<file path="src/inc/cmsd_pkg.sv">
// cmsd_pkg: shared constants for the clock monitor status and defaults block
// assumes: byte-wide registers reached over a serial write-only control port
package cmsd_pkg;

  // register addresses, seven bits as carried in a serial frame
  localparam logic [6:0] ADDR_PREDIV   = 7'h00;  // reference predivider
  localparam logic [6:0] ADDR_FB_LOW   = 7'h01;  // feedback divider low byte
  localparam logic [6:0] ADDR_FB_HIGH  = 7'h02;  // feedback divider high byte
  localparam logic [6:0] ADDR_ODIV_A   = 7'h03;  // output divider a
  localparam logic [6:0] ADDR_ODIV_B   = 7'h04;  // output divider b
  localparam logic [6:0] ADDR_CTRL_A   = 7'h05;  // control register a
  localparam logic [6:0] ADDR_CTRL_B   = 7'h06;  // control register b
  localparam logic [6:0] ADDR_STATUS   = 7'h07;  // input monitor status
  localparam logic [6:0] ADDR_SPARE    = 7'h08;  // spare register
  localparam int         NUM_REGS      = 9;      // registers in the map

  // power-up values
  localparam logic [7:0] RST_ZERO      = 8'h00;  // dividers, status, spare
  localparam logic [7:0] RST_CTRL_A    = 8'h60;  // both outputs enabled
  localparam logic [7:0] RST_CTRL_B    = 8'h00;  // holdover disabled

  // control a fields
  localparam int CA_DEFAULT_IN  = 4;  // default input select
  localparam int CA_IN_EN_HI    = 3;  // input enabling field msb
  localparam int CA_IN_EN_LO    = 2;  // input enabling field lsb
  localparam int CA_REVERT      = 1;  // revert function on
  localparam int CA_MON_RESET   = 0;  // clock monitor reset

  // control b fields
  localparam int CB_HOLD_EN     = 7;  // holdover enable
  localparam int CB_HOLD_FORCE  = 6;  // forced holdover
  localparam int CB_MASTER_RST  = 4;  // master reset

  // status fields
  localparam int ST_ALARM       = 7;  // sticky monitor alarm
  localparam int ST_FAIL_A      = 6;  // input a failed
  localparam int ST_FAIL_B      = 5;  // input b failed
  localparam int ST_SEL         = 4;  // active reference
  localparam int ST_UNLOCK      = 3;  // pll not locked
  localparam int ST_HOLD        = 2;  // holdover state

  // input enabling codes
  localparam logic [1:0] IN_EN_PINS = 2'h0;  // follow select pins
  localparam logic [1:0] IN_EN_A    = 2'h1;  // a only
  localparam logic [1:0] IN_EN_B    = 2'h2;  // b only

  // serial frame
  localparam int         FRAME_BITS = 16;     // bits per write word
  localparam logic [4:0] FRAME_CNT  = 5'h10;  // complete frame count
  localparam logic [4:0] CNT_SAT    = 5'h11;  // overlong frame marker

  // serial receiver states
  typedef enum logic [2:0] {
    SPI_IDLE  = 3'b001,
    SPI_SHIFT = 3'b010,
    SPI_DONE  = 3'b100
  } cmsd_spi_state_type;

endpackage

</file>
<file path="src/rtl/cmsd_top.sv">
// cmsd_top: serial write port, reference monitor status and defaults
// assumes: pins arrive asynchronously; the serial clock is far slower than clk_sys
`timescale 1ns/1ps
module cmsd_top (
  input  wire logic       clk_sys,             // system clock, 100 MHz
  input  wire logic       sys_rst,             // async reset, active high
  input  wire logic       spi_cs_n,            // serial chip select, active low
  input  wire logic       spi_scl,             // serial clock pin
  input  wire logic       spi_sda,             // serial data pin
  input  wire logic       ref_a_fail,          // monitor: input a failed
  input  wire logic       ref_b_fail,          // monitor: input b failed
  input  wire logic       pll_locked,          // pll lock detect
  input  wire logic       input_select_pin_a,  // select pin a, enables input a when control a follows the pins
  input  wire logic       input_select_pin_b,  // select pin b, enables input b when control a follows the pins
  output logic      [7:0] ref_predivider_reg,    // predivider byte
  output logic      [7:0] feedback_div_low_reg,  // feedback low byte
  output logic      [7:0] feedback_div_high_reg, // feedback high byte
  output logic      [7:0] output_div_a_reg,      // output divider a
  output logic      [7:0] output_div_b_reg,      // output divider b
  output logic      [7:0] control_reg_a,         // control a
  output logic      [7:0] control_reg_b,         // control b
  output logic      [7:0] spare_reg,             // spare byte
  output logic      [7:0] input_monitor_status,  // status register
  output logic            alarm_out,             // monitor alarm, high
  output logic            ref_select,            // 0 input a, 1 input b
  output logic            holdover_out           // holdover active
);

  typedef struct packed {
    logic [1:0]                   cs_s;     // chip select sync
    logic [2:0]                   scl_s;    // serial clock sync plus edge tap
    logic [1:0]                   sda_s;    // serial data sync
    logic [1:0]                   fa_s;     // failure a sync
    logic [1:0]                   fb_s;     // failure b sync
    logic [1:0]                   lk_s;     // lock sync
    logic [1:0]                   pa_s;     // select pin a sync
    logic [1:0]                   pb_s;     // select pin b sync
    cmsd_pkg::cmsd_spi_state_type fsm;      // receiver state
    logic [15:0]                  shift;    // incoming frame
    logic [4:0]                   cnt;      // bits taken this frame
    logic                         wr_stb;   // write strobe to registers
    logic [6:0]                   wr_addr;  // write address
    logic [7:0]                   wr_data;  // write data
    logic                         sel;      // active reference
    logic                         alarm;    // sticky alarm
    logic                         hold;     // holdover state
    logic [7:0]                   status;   // status register
  } cmsd_top_state_type;

  cmsd_top_state_type st_reg;   // registered state
  cmsd_top_state_type st_next;  // next state
  logic               soft_rst; // master reset from a control b write

  // an input is usable when enabled and healthy
  function automatic logic usable(input logic en, input logic fail);
    return en & ~fail;
  endfunction

  ////////////////////////////////////////////////////////////////////////
  // register bytes live in their own module
  assign soft_rst = st_reg.wr_stb && st_reg.wr_addr == cmsd_pkg::ADDR_CTRL_B &&
                    st_reg.wr_data[cmsd_pkg::CB_MASTER_RST];

  cmsd_regfile u_regs (
    .clk_sys               (clk_sys),
    .sys_rst               (sys_rst),
    .wr_en                 (st_reg.wr_stb),
    .wr_addr               (st_reg.wr_addr),
    .wr_data               (st_reg.wr_data),
    .soft_rst              (soft_rst),
    .ref_predivider_reg    (ref_predivider_reg),
    .feedback_div_low_reg  (feedback_div_low_reg),
    .feedback_div_high_reg (feedback_div_high_reg),
    .output_div_a_reg      (output_div_a_reg),
    .output_div_b_reg      (output_div_b_reg),
    .control_reg_a         (control_reg_a),
    .control_reg_b         (control_reg_b),
    .spare_reg             (spare_reg)
  );

  ////////////////////////////////////////////////////////////////////////
  // next state: synchronisers, serial receiver, reference monitor
  always_comb begin
    logic en_a;      // input a enabled
    logic en_b;      // input b enabled
    logic ok_a;      // input a usable
    logic ok_b;      // input b usable
    logic mon_rst;   // monitor reset write in revert mode
    logic cur_fail;  // active input reports failure
    en_a     = 1'b0;
    en_b     = 1'b0;
    ok_a     = 1'b0;
    ok_b     = 1'b0;
    mon_rst  = 1'b0;
    cur_fail = 1'b0;
    st_next  = st_reg;
    // two flops per pin, three on scl for the edge tap; only stage 1 of each is read as a plain copy
    st_next.cs_s  = {st_reg.cs_s[0], spi_cs_n};
    st_next.scl_s = {st_reg.scl_s[1:0], spi_scl};
    st_next.sda_s = {st_reg.sda_s[0], spi_sda};
    st_next.fa_s  = {st_reg.fa_s[0], ref_a_fail};
    st_next.fb_s  = {st_reg.fb_s[0], ref_b_fail};
    st_next.lk_s  = {st_reg.lk_s[0], pll_locked};
    st_next.pa_s  = {st_reg.pa_s[0], input_select_pin_a};
    st_next.pb_s  = {st_reg.pb_s[0], input_select_pin_b};
    st_next.wr_stb = 1'b0;

    // receiver: no read path exists, a frame with its top bit set is dropped
    unique case (st_reg.fsm)
      cmsd_pkg::SPI_IDLE: begin
        if (!st_reg.cs_s[1]) begin
          st_next.fsm = cmsd_pkg::SPI_SHIFT;
          st_next.cnt = 5'h00;
        end
      end
      cmsd_pkg::SPI_SHIFT: begin
        if (st_reg.cs_s[1]) begin
          st_next.fsm = cmsd_pkg::SPI_DONE;  // boundary of a word
        end else if (st_reg.scl_s[1] && !st_reg.scl_s[2]) begin
          st_next.shift = {st_reg.shift[14:0], st_reg.sda_s[1]};
          if (st_reg.cnt != cmsd_pkg::CNT_SAT) begin
            st_next.cnt = st_reg.cnt + 5'h01;  // saturates on overlong frames
          end
        end
      end
      cmsd_pkg::SPI_DONE: begin
        st_next.fsm = cmsd_pkg::SPI_IDLE;
        if (st_reg.cnt == cmsd_pkg::FRAME_CNT && !st_reg.shift[15]) begin
          st_next.wr_stb  = 1'b1;
          st_next.wr_addr = st_reg.shift[14:8];
          st_next.wr_data = st_reg.shift[7:0];
        end
      end
      default: begin
        st_next.fsm = cmsd_pkg::SPI_IDLE;  // recover from an illegal code
      end
    endcase

    // input enabling from control a, or from the pins
    unique case (control_reg_a[cmsd_pkg::CA_IN_EN_HI:cmsd_pkg::CA_IN_EN_LO])
      cmsd_pkg::IN_EN_PINS: begin
        en_a = st_reg.pa_s[1];
        en_b = st_reg.pb_s[1];
      end
      cmsd_pkg::IN_EN_A: begin
        en_a = 1'b1;
      end
      cmsd_pkg::IN_EN_B: begin
        en_b = 1'b1;
      end
      default: begin
        en_a = 1'b1;
        en_b = 1'b1;
      end
    endcase
    ok_a = usable(en_a, st_reg.fa_s[1]);
    ok_b = usable(en_b, st_reg.fb_s[1]);

    // monitor reset only counts while the revert function is on
    mon_rst = st_reg.wr_stb && st_reg.wr_addr == cmsd_pkg::ADDR_CTRL_A &&
              st_reg.wr_data[cmsd_pkg::CA_MON_RESET] &&
              st_reg.wr_data[cmsd_pkg::CA_REVERT];
    cur_fail = st_reg.sel ? st_reg.fb_s[1] : st_reg.fa_s[1];

    if (soft_rst) begin
      st_next.sel   = 1'b0;  // master reset: default input a
      st_next.alarm = 1'b0;
    end else if (mon_rst) begin
      st_next.sel   = st_reg.wr_data[cmsd_pkg::CA_DEFAULT_IN];
      st_next.alarm = 1'b0;
    end else if (st_reg.sel ? (!ok_b && ok_a) : (!ok_a && ok_b)) begin
      st_next.sel = ~st_reg.sel;  // switch away from a dead reference
    end
    // a failure in the clearing cycle still sets the alarm
    if (cur_fail) begin
      st_next.alarm = 1'b1;
    end

    // holdover only under its enable, forced or with no usable input
    st_next.hold = control_reg_b[cmsd_pkg::CB_HOLD_EN] &
                   (control_reg_b[cmsd_pkg::CB_HOLD_FORCE] | (~ok_a & ~ok_b));

    // status is built from block state and the monitor reset default input bit; writes to the status address never reach it
    st_next.status = {st_next.alarm,     // alarm
                      st_reg.fa_s[1],
                      st_reg.fb_s[1],
                      st_next.sel,
                      ~st_reg.lk_s[1],
                      st_next.hold,
                      2'b00};
  end

  // register the state; every field takes a constant under reset
  always_ff @(posedge clk_sys or posedge sys_rst) begin
    if (sys_rst) begin
      st_reg        <= '0;
      st_reg.cs_s   <= 2'h3;
      st_reg.fsm    <= cmsd_pkg::SPI_IDLE;
      st_reg.status <= cmsd_pkg::RST_ZERO;
    end else begin
      st_reg <= st_next;
    end
  end

  assign input_monitor_status = st_reg.status;
  assign alarm_out            = st_reg.alarm;
  assign ref_select           = st_reg.sel;
  assign holdover_out         = st_reg.hold;
endmodule // cmsd_top

</file>
<file path="src/rtl/cmsd_regfile.sv">
// cmsd_regfile: the byte registers of the map, written by the serial port
// assumes: one write strobe per frame from the same clock domain
`timescale 1ns/1ps
module cmsd_regfile (
  input  wire logic       clk_sys,       // system clock
  input  wire logic       sys_rst,       // async reset, active high
  input  wire logic       wr_en,         // one-cycle write strobe
  input  wire logic [6:0] wr_addr,       // register address
  input  wire logic [7:0] wr_data,       // write data
  input  wire logic       soft_rst,      // master reset request
  output logic      [7:0] ref_predivider_reg,     // predivider byte
  output logic      [7:0] feedback_div_low_reg,   // feedback low byte
  output logic      [7:0] feedback_div_high_reg,  // feedback high byte
  output logic      [7:0] output_div_a_reg,       // output divider a
  output logic      [7:0] output_div_b_reg,       // output divider b
  output logic      [7:0] control_reg_a,          // control a
  output logic      [7:0] control_reg_b,          // control b
  output logic      [7:0] spare_reg               // spare byte
);

  typedef struct packed {
    logic [cmsd_pkg::NUM_REGS-1:0][7:0] mem;   // register bytes
    logic                               first; // first cycle after reset
  } cmsd_rf_state_type;

  cmsd_rf_state_type st_reg;   // registered state
  cmsd_rf_state_type st_next;  // next state

  // power-up image; the status slot stays zero here, the top owns it
  function automatic logic [cmsd_pkg::NUM_REGS-1:0][7:0] defaults();
    logic [cmsd_pkg::NUM_REGS-1:0][7:0] d;
    d = '0;
    d[cmsd_pkg::ADDR_CTRL_A] = cmsd_pkg::RST_CTRL_A;
    d[cmsd_pkg::ADDR_CTRL_B] = cmsd_pkg::RST_CTRL_B;
    return d;
  endfunction

  ////////////////////////////////////////////////////////////////////////
  // next state: master reset beats a write, status slot never written
  always_comb begin
    st_next       = st_reg;
    st_next.first = 1'b0;
    if (soft_rst) begin
      st_next.mem = defaults();
    end else if (wr_en && wr_addr != cmsd_pkg::ADDR_STATUS &&
                 wr_addr < 7'(cmsd_pkg::NUM_REGS)) begin
      st_next.mem[wr_addr[3:0]] = wr_data;
    end
  end

  // register the state; constants only under reset
  always_ff @(posedge clk_sys or posedge sys_rst) begin
    if (sys_rst) begin
      st_reg.mem   <= defaults();
      st_reg.first <= 1'b1;
    end else begin
      st_reg <= st_next;
    end
  end

  assign ref_predivider_reg    = st_reg.mem[cmsd_pkg::ADDR_PREDIV];
  assign feedback_div_low_reg  = st_reg.mem[cmsd_pkg::ADDR_FB_LOW];
  assign feedback_div_high_reg = st_reg.mem[cmsd_pkg::ADDR_FB_HIGH];
  assign output_div_a_reg      = st_reg.mem[cmsd_pkg::ADDR_ODIV_A];
  assign output_div_b_reg      = st_reg.mem[cmsd_pkg::ADDR_ODIV_B];
  assign control_reg_a         = st_reg.mem[cmsd_pkg::ADDR_CTRL_A];
  assign control_reg_b         = st_reg.mem[cmsd_pkg::ADDR_CTRL_B];
  assign spare_reg             = st_reg.mem[cmsd_pkg::ADDR_SPARE];
endmodule // cmsd_regfile

</file>
<file path="config.mk">
export PLATFORM = sky130hd
export DESIGN_NAME = cmsd_top
export DESIGN_NICKNAME = d
export VERILOG_FILES = /design/src/inc/cmsd_pkg.sv /design/src/rtl/cmsd_top.sv /design/src/rtl/cmsd_regfile.sv
export SDC_FILE = /design/constraint.sdc
export NUM_CORES = 1
export LEC_CHECK = 0
export BUFFER_PORTS_ARGS = -buffer_cell sky130_fd_sc_hd__buf_2
export CORE_ASPECT_RATIO = 1.1
export CORE_MARGIN = 2
export CORE_UTILIZATION = 57
export DETAILED_ROUTE_END_ITERATION = 6
export PLACE_DENSITY = 0.78
export SYNTH_ARGS = -nofsm -noshare
export SYNTH_HDL_FRONTEND = slang
export SYNTH_SLANG_ARGS = --single-unit
</file>
<file path="constraint.sdc">
create_clock -name clk_sys -period 12 [get_ports clk_sys]
set_input_delay 2.4 -clock clk_sys [delete_from_list [all_inputs] [get_ports clk_sys]]
set_output_delay 2.4 -clock clk_sys [all_outputs]
set_load 0.02 [all_outputs]
</file>
==> results of run 1 <==
-- final cells by class --
type / count / share of cell area
Inverter: 7 / 0.00471
Clock buffer: 25 / 0.0793
Timing Repair Buffer: 84 / 0.0697
Multi-Input combinational cell: 268 / 0.287
Tap cell: 114 / 0.0234
Clock inverter: 7 / 0.0139
Sequential cell: 127 / 0.522
-- layer usage --
layer	track usage	vias to the layer above
met2	0.373	90
met3	0.0698	22
met1	0.302	1765
li1	-	1609
met4	0.0807	0
met5	0	-
-- power by group --
part	leakage [nW]	switching (W)	internal, W
registers	1.71	0.00000867	0.000441
logic	1.21	0.0000232	0.0000128
clock network	0.286	0.000172	0.000316
total	3.20	0.000204	0.000769
-- cells by family after synthesis --
group,synth area share
buf+inv,0.0441
mux,0.108
compound gates,0.0747
xor+xnor,0.00509
flops,0.617
fa+ha+maj,0.00922
simple gates,0.141
other cells,0.000727
-- cells in the mapped netlist, types with 3 or more instances --
master,number,area share
nor2b_1,7,0.0085
buf_4,11,0.016
a21oi_1,11,0.011
dfstp_2,5,0.025
nor3b_1,4,0.0058
dfrtp_1,122,0.59
mux2_2,21,0.046
nor4b_1,3,0.0051
a22o_1,21,0.036
and2_1,5,0.0061
nor3_1,5,0.0049
nor2_1,40,0.029
ha_1,3,0.0073
mux2i_1,32,0.062
buf_2,11,0.011
nand2_1,74,0.054
inv_1,7,0.0051
clkbuf_1,9,0.0065
o21ai_0,9,0.0087
nand3_1,3,0.0029
-- stage by stage --
stage / power [W] / utilization / hold slack, ns
floorplan: 0.000483 / - / 0.331
global placement: 0.000491 / 0.627 / 0.331
detailed placement: 0.000493 / 0.627 / 0.340
CTS: 0.000979 / 0.692 / 0.354
global route: 0.00100 / 0.692 / 0.362
finish: 0.000973 / 0.692 / 0.350
-- how the worst min path moves through the flow --
stage | end | slack, ns | cells after the start
after floorplan | st_next[5] | 0.33 | 0
after global routing | st_reg[67] | 0.36 | 0
after CTS | st_reg[56] | 0.35 | 0
after global placement | st_next[6] | 0.33 | 0
after detailed placement | st_reg[62] | 0.34 | 0
final | st_next[5] | 0.35 | 0
==> results_dict.tcl, run 1 <==
set metrics [dict create \
    wirelength_met1_um 4460 \
    met3_length_um 495 \
    mostFrequentLayoutCell "dfrtp_1" \
    grt_pass1_vias 3428 \
    netlist_instances 436 \
    ys_seq_elements 127 \
    fin_skew_ns 0.00706 \
    yosysWarnings 0 \
    path_class "reg -> out" \
    first_pass_iters 4 \
    worst-path-buf-inv 1 \
    layout_setup_ws_ns 8.38 \
    layout_common_cells "dfrtp_1 (122), buf_2 (82), nand2_1 (74)" \
    yosysUniqueCellTypes 47 \
    arrival_ns 1.22 \
    ys_async_sr_fraction 1.00 \
    fin_area_um2 6110 \
    pre_cts_slack_ns 8.05 \
    worstReg2RegStart "st_reg[23]" \
    largest_reg_flops 46 \
    fin_crit_ns 3.62 \
    die_w_um 94.7 \
    finalMaxSlewViolations 0 \
    track_usage 0.233 \
    clockRootBuffer "clkbuf_8" \
    wl_per_cell_um 16.8 \
    crit_path_end_kind "primary output" \
    drc_errors 0 \
    power_density_nw_per_um2 159 \
    drt_wl_total_um 10600 \
    post_cts_resized 0 \
    drive_above_1_share 0.288 \
    peakVddDrop_mv 0.106 \
    min_from "st_next[58]" \
    clock_sinks 127 \
    tightest_slew_ns 0.933 \
    required_ns 9.60 \
    area_growth_pct 18.4 \
    r2r_slack_ns 9.60 \
    start_util 0.584 \
    die_h_um 104 \
    post-cts-setup-buffer-count 0 \
    relSlewSlack 0.373 \
    row_count 36 \
    io_buffer_count 82 \
    yosysSeqAreaShare 0.617 \
    dp_cells 600 \
    hold_class "reg -> reg" \
    antenna_found_initial 0 \
    ioPinCount 85 \
    worstSetupEndpoint "control_reg_a[6]" \
    vias_per_cell 5.52 \
    layoutNonFillerInstCount 632 \
    grt_overflow 0 \
    cts_tree "yes" \
    die-area_um2 9830 \
    worstSkewPairLatency_ns 0.52 \
    critical-path-top-delay-family "flip-flops" \
    core_area_um2 8830 \
    hold_buffers 0 \
    p_leak_nw 3.20 \
    max_freq_mhz 276 \
    synth_area_um2 5160 \
    nets 518 \
    critPathMaxFanout 3 \
    slowest_stage "dfstp_2" \
    setup_viol_count_final 0 \
    synth_edf_count 0 \
    cap_viol_max_count 0 \
    run_status "completed" \
    regArea_um2 3180 \
    setup_tns_ns 0 \
    n_antenna_cell 0 \
    grt_max_degree 75 \
    finalCritPeriodShare 0.302 \
    drt_iter0_markers 255 \
    highest_layer "met4" \
    dp_hpwl_um 6750 \
    slowest_delay_ns 0.54 \
    cts_buffers 17 \
    grt_pass1_wl_um 17400 \
    clk_path_buf_depth 2 \
    vias 3486 \
    syn_avg_cell_area_um2 11.8 \
    start_kind "register" \
    ys.flop_type "dfrtp_1" \
    multiInputGateArea_um2 1760 \
    rsz0062_at_grt "false" \
    hold_viol_final 0 \
    timing.rr.end "u_regs.ref_predivider_reg[3]" \
    r2r_cells 5 \
    cp-startpoint "u_regs.control_reg_a[6]" \
    antenna_left 0 \
    n_fill_cell 654 \
    placed_area_um2 5540 \
    place.gp.congestion 0.794 \
    clk_pin_slew_ns 0.06 \
    htree_levels 4 \
    worst-path-stages 1 \
    path_cells "buf_2" \
    wl_met2_um 5470 \
]
Power figures use the tool's default switching activity.
==> inputs of run 2 (changes only) <==
Settings changed: ABC_AREA from default to 1, CORE_UTILIZATION 57 to 56, PLACE_DENSITY 0.78 to 0.76.
Clock period 12 ns to 3.8 ns, I/O delays scaled along.
==> run 2 against run 1 <==
Critical path type unchanged; count of clock-buffer cells in the layout fell by 3; global-route usage rose by 0.77 points; via count rose by 18%; highest routed layer unchanged.
==> results_dict.tcl, run 2 <==
set metrics [dict create \
    worst-path-buf-inv 1 \
    yosysWarnings 0 \
    required_ns 3.04 \
    grt_max_degree 128 \
    cap_viol_max_count 0 \
    netlist_instances 583 \
    critPathMaxFanout 7 \
    relSlewSlack 0.383 \
    worstSkewPairLatency_ns 0.51 \
    post-cts-setup-buffer-count 0 \
    cp-startpoint "input_monitor_status[4]" \
    ioPinCount 85 \
    synth_edf_count 0 \
    grt_pass1_vias 3966 \
    regArea_um2 3180 \
    max_freq_mhz 504 \
    finalCritPeriodShare 0.522 \
    path_cells "buf_2" \
    area_growth_pct 20.0 \
    die_w_um 96.5 \
    fin_util 0.683 \
    yosysSeqAreaShare 0.604 \
    drt_wl_total_um 11400 \
    core_area_um2 9260 \
    setup_tns_ns 0 \
    die_h_um 106 \
    start_kind "register" \
    ys.flop_type "dfrtp_1" \
    run_status "completed" \
    largest_reg_flops 46 \
    hold_buffers 0 \
    synthXorXnorAreaFrac 0.00332 \
    drive_above_1_share 0.221 \
    clockRootBuffer "clkbuf_8" \
    cts_buffers 17 \
    synth_area_um2 5270 \
    n_antenna_cell 0 \
    critical-path-top-delay-family "flip-flops" \
    ys_async_sr_fraction 1.00 \
    dp_hpwl_um 7670 \
    power_density_nw_per_um2 529 \
    synth_top_family_by_area "simple AND/OR/NAND/NOR gates" \
    place.gp.congestion 0.942 \
    drt_iter0_markers 204 \
    p_leak_nw 3.55 \
    post_cts_resized 0 \
    antenna_left 0 \
    peakVddDrop_mv 0.339 \
    hold_viol_final 0 \
    wl_per_cell_um 14.3 \
    min_from "spi_cs_n" \
    mostFrequentLayoutCell "nand2_1" \
    ys_top_cells_by_count "nand2_1 (227), dfrtp_1 (122), nand3_1 (55), inv_1 (47), nor2_1 (33)" \
    clk_pin_slew_ns 0.06 \
    die-area_um2 10200 \
    worstReg2RegStart "st_reg[27]" \
    setup_viol_count_final 0 \
    synthSimpleGateAreaFrac 0.300 \
    synth_largest_area_cell "dfrtp_1" \
    row_count 37 \
    yosysUniqueCellTypes 30 \
    multiInputGateArea_um2 1780 \
    hold_class "in -> reg" \
    synthMuxAreaShare 0 \
    first_pass_iters 4 \
    grt_overflow 0 \
    io_buffer_count 82 \
    ys_seq_elements 127 \
    path_class "reg -> out" \
    r2r_slack_ns 1.82 \
    rsz0062_at_grt "false" \
    fin_crit_ns 1.99 \
    grt_pass1_wl_um 18500 \
    syn_avg_cell_area_um2 9.04 \
    nets 682 \
    arrival_ns 1.23 \
    start_util 0.569 \
    htree_levels 4 \
    antenna_found_initial 0 \
    slowest_delay_ns 0.48 \
    yosysMostFrequentCell "nand2_1" \
    layout_common_cells "nand2_1 (227), dfrtp_1 (122), buf_2 (82)" \
    clock_sinks 127 \
    track_usage 0.241 \
    synthAdderAreaFrac 0.00712 \
    crit_path_end_kind "primary output" \
    vias 4121 \
    clk_path_buf_depth 2 \
    tightest_slew_ns 0.921 \
    ys_top_cells_by_area "dfrtp_1 (58%), nand2_1 (16%), nand3_1 (5.2%), inv_1 (3.3%), dfstp_2 (2.5%)" \
    n_fill_cell 737 \
    vias_per_cell 5.16 \
    finalMaxSlewViolations 0 \
    drc_errors 0 \
    fin_skew_ns 0.00645 \
    synth_compound_area_frac 0.0268 \
    cts_tree "yes" \
    slowest_stage "dfrtp_1" \
    synth_top_area_share 0.579 \
]
==> run 2: cell types whose count changed after synthesis, moves of 6 or more <==
| cell | previous run | this run |
|---|---|---|
| nand4_1 | 1 | 11 |
| nand3_1 | 3 | 55 |
| nor2b_1 | 7 | 0 |
| clkbuf_1 | 9 | 2 |
| mux2i_1 | 32 | 0 |
| buf_2 | 11 | 5 |
| nor2_4 | 0 | 7 |
| a22o_1 | 21 | 0 |
| nand2_1 | 74 | 227 |
| inv_1 | 7 | 47 |
| nor2_1 | 40 | 33 |
| o21ai_0 | 9 | 15 |
| mux2_2 | 21 | 0 |
==> run 2: final cells by class <==
cell class,instances,area share
Timing Repair Buffer,83,0.0680
Sequential cell,127,0.503
Tap cell,117,0.0231
Inverter,52,0.0314
Clock buffer,22,0.0747
Clock inverter,10,0.0174
Multi-Input combinational cell,388,0.282
==> run 2: final timing paths <==
kind | cells past startpoint | endpoint
max | 1 | input_monitor_status[4]
min | 1 | st_next[67]
max reg2reg | 7 | st_reg[23]
min reg2reg | 0 | st_next[65]
max in group asynchronous | 3 | u_regs.ref_predivider_reg[6]
min in group asynchronous | 3 | st_reg[34]
==> run 2: report_power, final <==
| group | leakage [nW] | switching (W) | internal [W] |
|---|---|---|---|
| clock network | 0.279 | 0.000561 | 0.000997 |
| registers | 1.69 | 0.0000951 | 0.00146 |
| logic | 1.58 | 0.000157 | 0.0000753 |
==> run 2: layer usage <==
| metal | track usage | share of wire | vias up |
|---|---|---|---|
| met4 | 0.118 | 0.021 | 0 |
| met2 | 0.402 | 0.53 | 109 |
| met1 | 0.288 | 0.40 | 1991 |
| met5 | 0 | 0 | - |
| li1 | - | - | 2001 |
| met3 | 0.0579 | 0.044 | 20 |
==> run 2: cell families (layout without fill, tap and decap cells) <==
family	after synthesis	count (layout)
and+or+nand+nor	353	353
other	1	2
DFF	127	127
buffers and inverters	69	167
adders and majority gates	3	3
xor gates and xnor gates	2	2
AOI/OAI and AO/OA	28	28
==> run 2: stage by stage <==
stage	area [µm²]	power [W]	cells	setup WS [ns]	hold WS, ns
floorplan	5280	0.00174	584	1.48	0.331
CTS	6330	0.00337	799	1.81	0.329
finish	6330	0.00335	799	1.81	0.346
global placement	5740	0.00180	767	1.91	0.333
global route	6330	0.00348	799	1.58	0.327
detailed placement	5740	0.00181	767	1.85	0.336
==> inputs of run 3 (changes only) <==
Settings changed: ABC_AREA 1 to 0, CORE_UTILIZATION 56 to 50, PLACE_DENSITY 0.76 to 0.72.
Clock period 3.8 ns to 1.7 ns, I/O delays scaled along.
==> run 3 against run 2 <==
The run now ends with negative setup slack left; worst setup slack worse by 2.1 ns; clock skew hardly changed; largest cell class unchanged; worst hold slack better by 0.0067 ns; flip-flop and latch count stayed put; final cell count is 14% lower; utilization is 0.94 points higher; clock power is 110% higher; power is 100% higher.
==> results_dict.tcl, run 3 (synthesis results as in run 1) <==
set metrics [dict create \
    hold_class "reg -> reg" \
    dp_hpwl_um 7580 \
    drt_iter0_markers 173 \
    placed_area_um2 5900 \
    critical-path-top-delay-family "simple AND/OR/NAND/NOR gates" \
    arrival_ns 2.34 \
    die-area_um2 11100 \
    failed_checks "negative setup slack" \
    start_util 0.519 \
    relSlewSlack 0.572 \
    crit_path_end_kind "register" \
    finalMaxSlewViolations 0 \
    mostFrequentLayoutCell "dfrtp_1" \
    tightest_slew_ns 0.641 \
    layout_setup_ws_ns -0.253 \
    antenna_left 0 \
    grt_overflow 0 \
    rsz0062_at_grt "true" \
    io_buffer_count 82 \
    die_w_um 101 \
    die_h_um 111 \
    grt_pass1_vias 3667 \
    path_cells "or4b_4 > nor3_4 > nor3b_4 > buf_6 > mux2i_1 > nor2_1" \
    cap_viol_max_count 0 \
    setup_viol_count_final 39 \
    clock_sinks 127 \
    start_kind "register" \
    wl_per_cell_um 17.6 \
    slowest_stage "or4b_4" \
    drc_errors 0 \
    cp-startpoint "st_reg[23]" \
    grt_max_degree 66 \
    htree_levels 4 \
    finalPower_w 0.00675 \
    nets 573 \
    dp_cells 640 \
    path_class "reg -> reg" \
    grt_pass1_wl_um 18800 \
    area_growth_pct 33.4 \
    fin_area_um2 6880 \
    run_status "complete, but fails checks" \
    vias 3730 \
    power_density_nw_per_um2 980 \
    core_area_um2 9940 \
    critPathMaxFanout 7 \
    largest_reg_flops 46 \
    cts_buffers 17 \
    min_from "st_next[62]" \
    finalCritPeriodShare 1.15 \
    fin_skew_ns 0.00607 \
    layoutNonFillerInstCount 691 \
    slowest_delay_ns 0.57 \
    drive_above_1_share 0.382 \
    worstSkewPairLatency_ns 0.50 \
    worst-path-buf-inv 1 \
    required_ns 2.08 \
    track_usage 0.218 \
    p_leak_nw 3.55 \
    layout_common_cells "dfrtp_1 (122), buf_2 (82), nand2_1 (71)" \
    clk_pin_slew_ns 0.06 \
    drt_wl_total_um 12100 \
    place.gp.congestion 0.804 \
    row_count 38 \
    max_freq_mhz 512 \
    first_pass_iters 4 \
    fin_util 0.693 \
    peakVddDrop_mv 0.559 \
    cts_tree "yes" \
    vias_per_cell 5.40 \
    setup_tns_ns -5.44 \
    ioPinCount 85 \
    hold_viol_final 0 \
    worstReg2RegStart "st_reg[23]" \
    clockRootBuffer "clkbuf_8" \
    n_antenna_cell 0 \
    clk_path_buf_depth 2 \
    antenna_found_initial 0 \
    fin_crit_ns 1.95 \
]
run 3: per-layer routing:
layer  wire, µm  global-route usage  share of wire  up-vias
li1           -                   -              -     1717
met1       4900               0.284           0.40     1881
met2       6440               0.357           0.53      115
met3        631              0.0532          0.052       17
met4        163              0.0712          0.013        0
met5          0                   0              0        -
run 3: report_power, final:
part,switching (W),internal [W]
registers,0.0000784,0.00311
clock network,0.00118,0.00202
logic,0.000187,0.000168
total,0.00144,0.00530
run 3: cell type report:
cell class              instances  area, µm²
clock buffers                  23        467
multi-input cells             268       1980
fillers                       675       3050
well taps                     120        150
clock inverters                 7       62.6
repair buffers                139       1010
inverters                       7       30.0
flip-flops and latches        127       3180
run 3: path summary, 6_finish.rpt:
kind,endpoint,slack [ns],depth (start not counted)
worst max-delay path,u_regs.ref_predivider_reg[3],-0.25,6
worst min-delay path,st_reg[62],0.35,0
worst max register to register,u_regs.ref_predivider_reg[3],-0.25,6
worst min register to register,st_reg[62],0.35,0
max in group asynchronous,u_regs.control_reg_a[6],0.85,4
min in group asynchronous,u_regs.spare_reg[1],0.50,4
run 3: per-stage QoR:
stage / hold slack (ns) / setup slack [ns]
floorplan: 0.331 / -0.203
global placement: 0.332 / -0.157
detailed placement: 0.340 / -0.249
CTS: 0.356 / -0.236
global route: 0.359 / -0.335
finish: 0.352 / -0.253
run 3: timing repair:
action	4_1_cts	5_1_grt
gates resized for setup	24	33
pin swaps	4	9
setup buffers	4	9
hold endpoints to repair	130	0
gates cloned	1	3
hold buffers	9	0
setup endpoints to repair	69	92
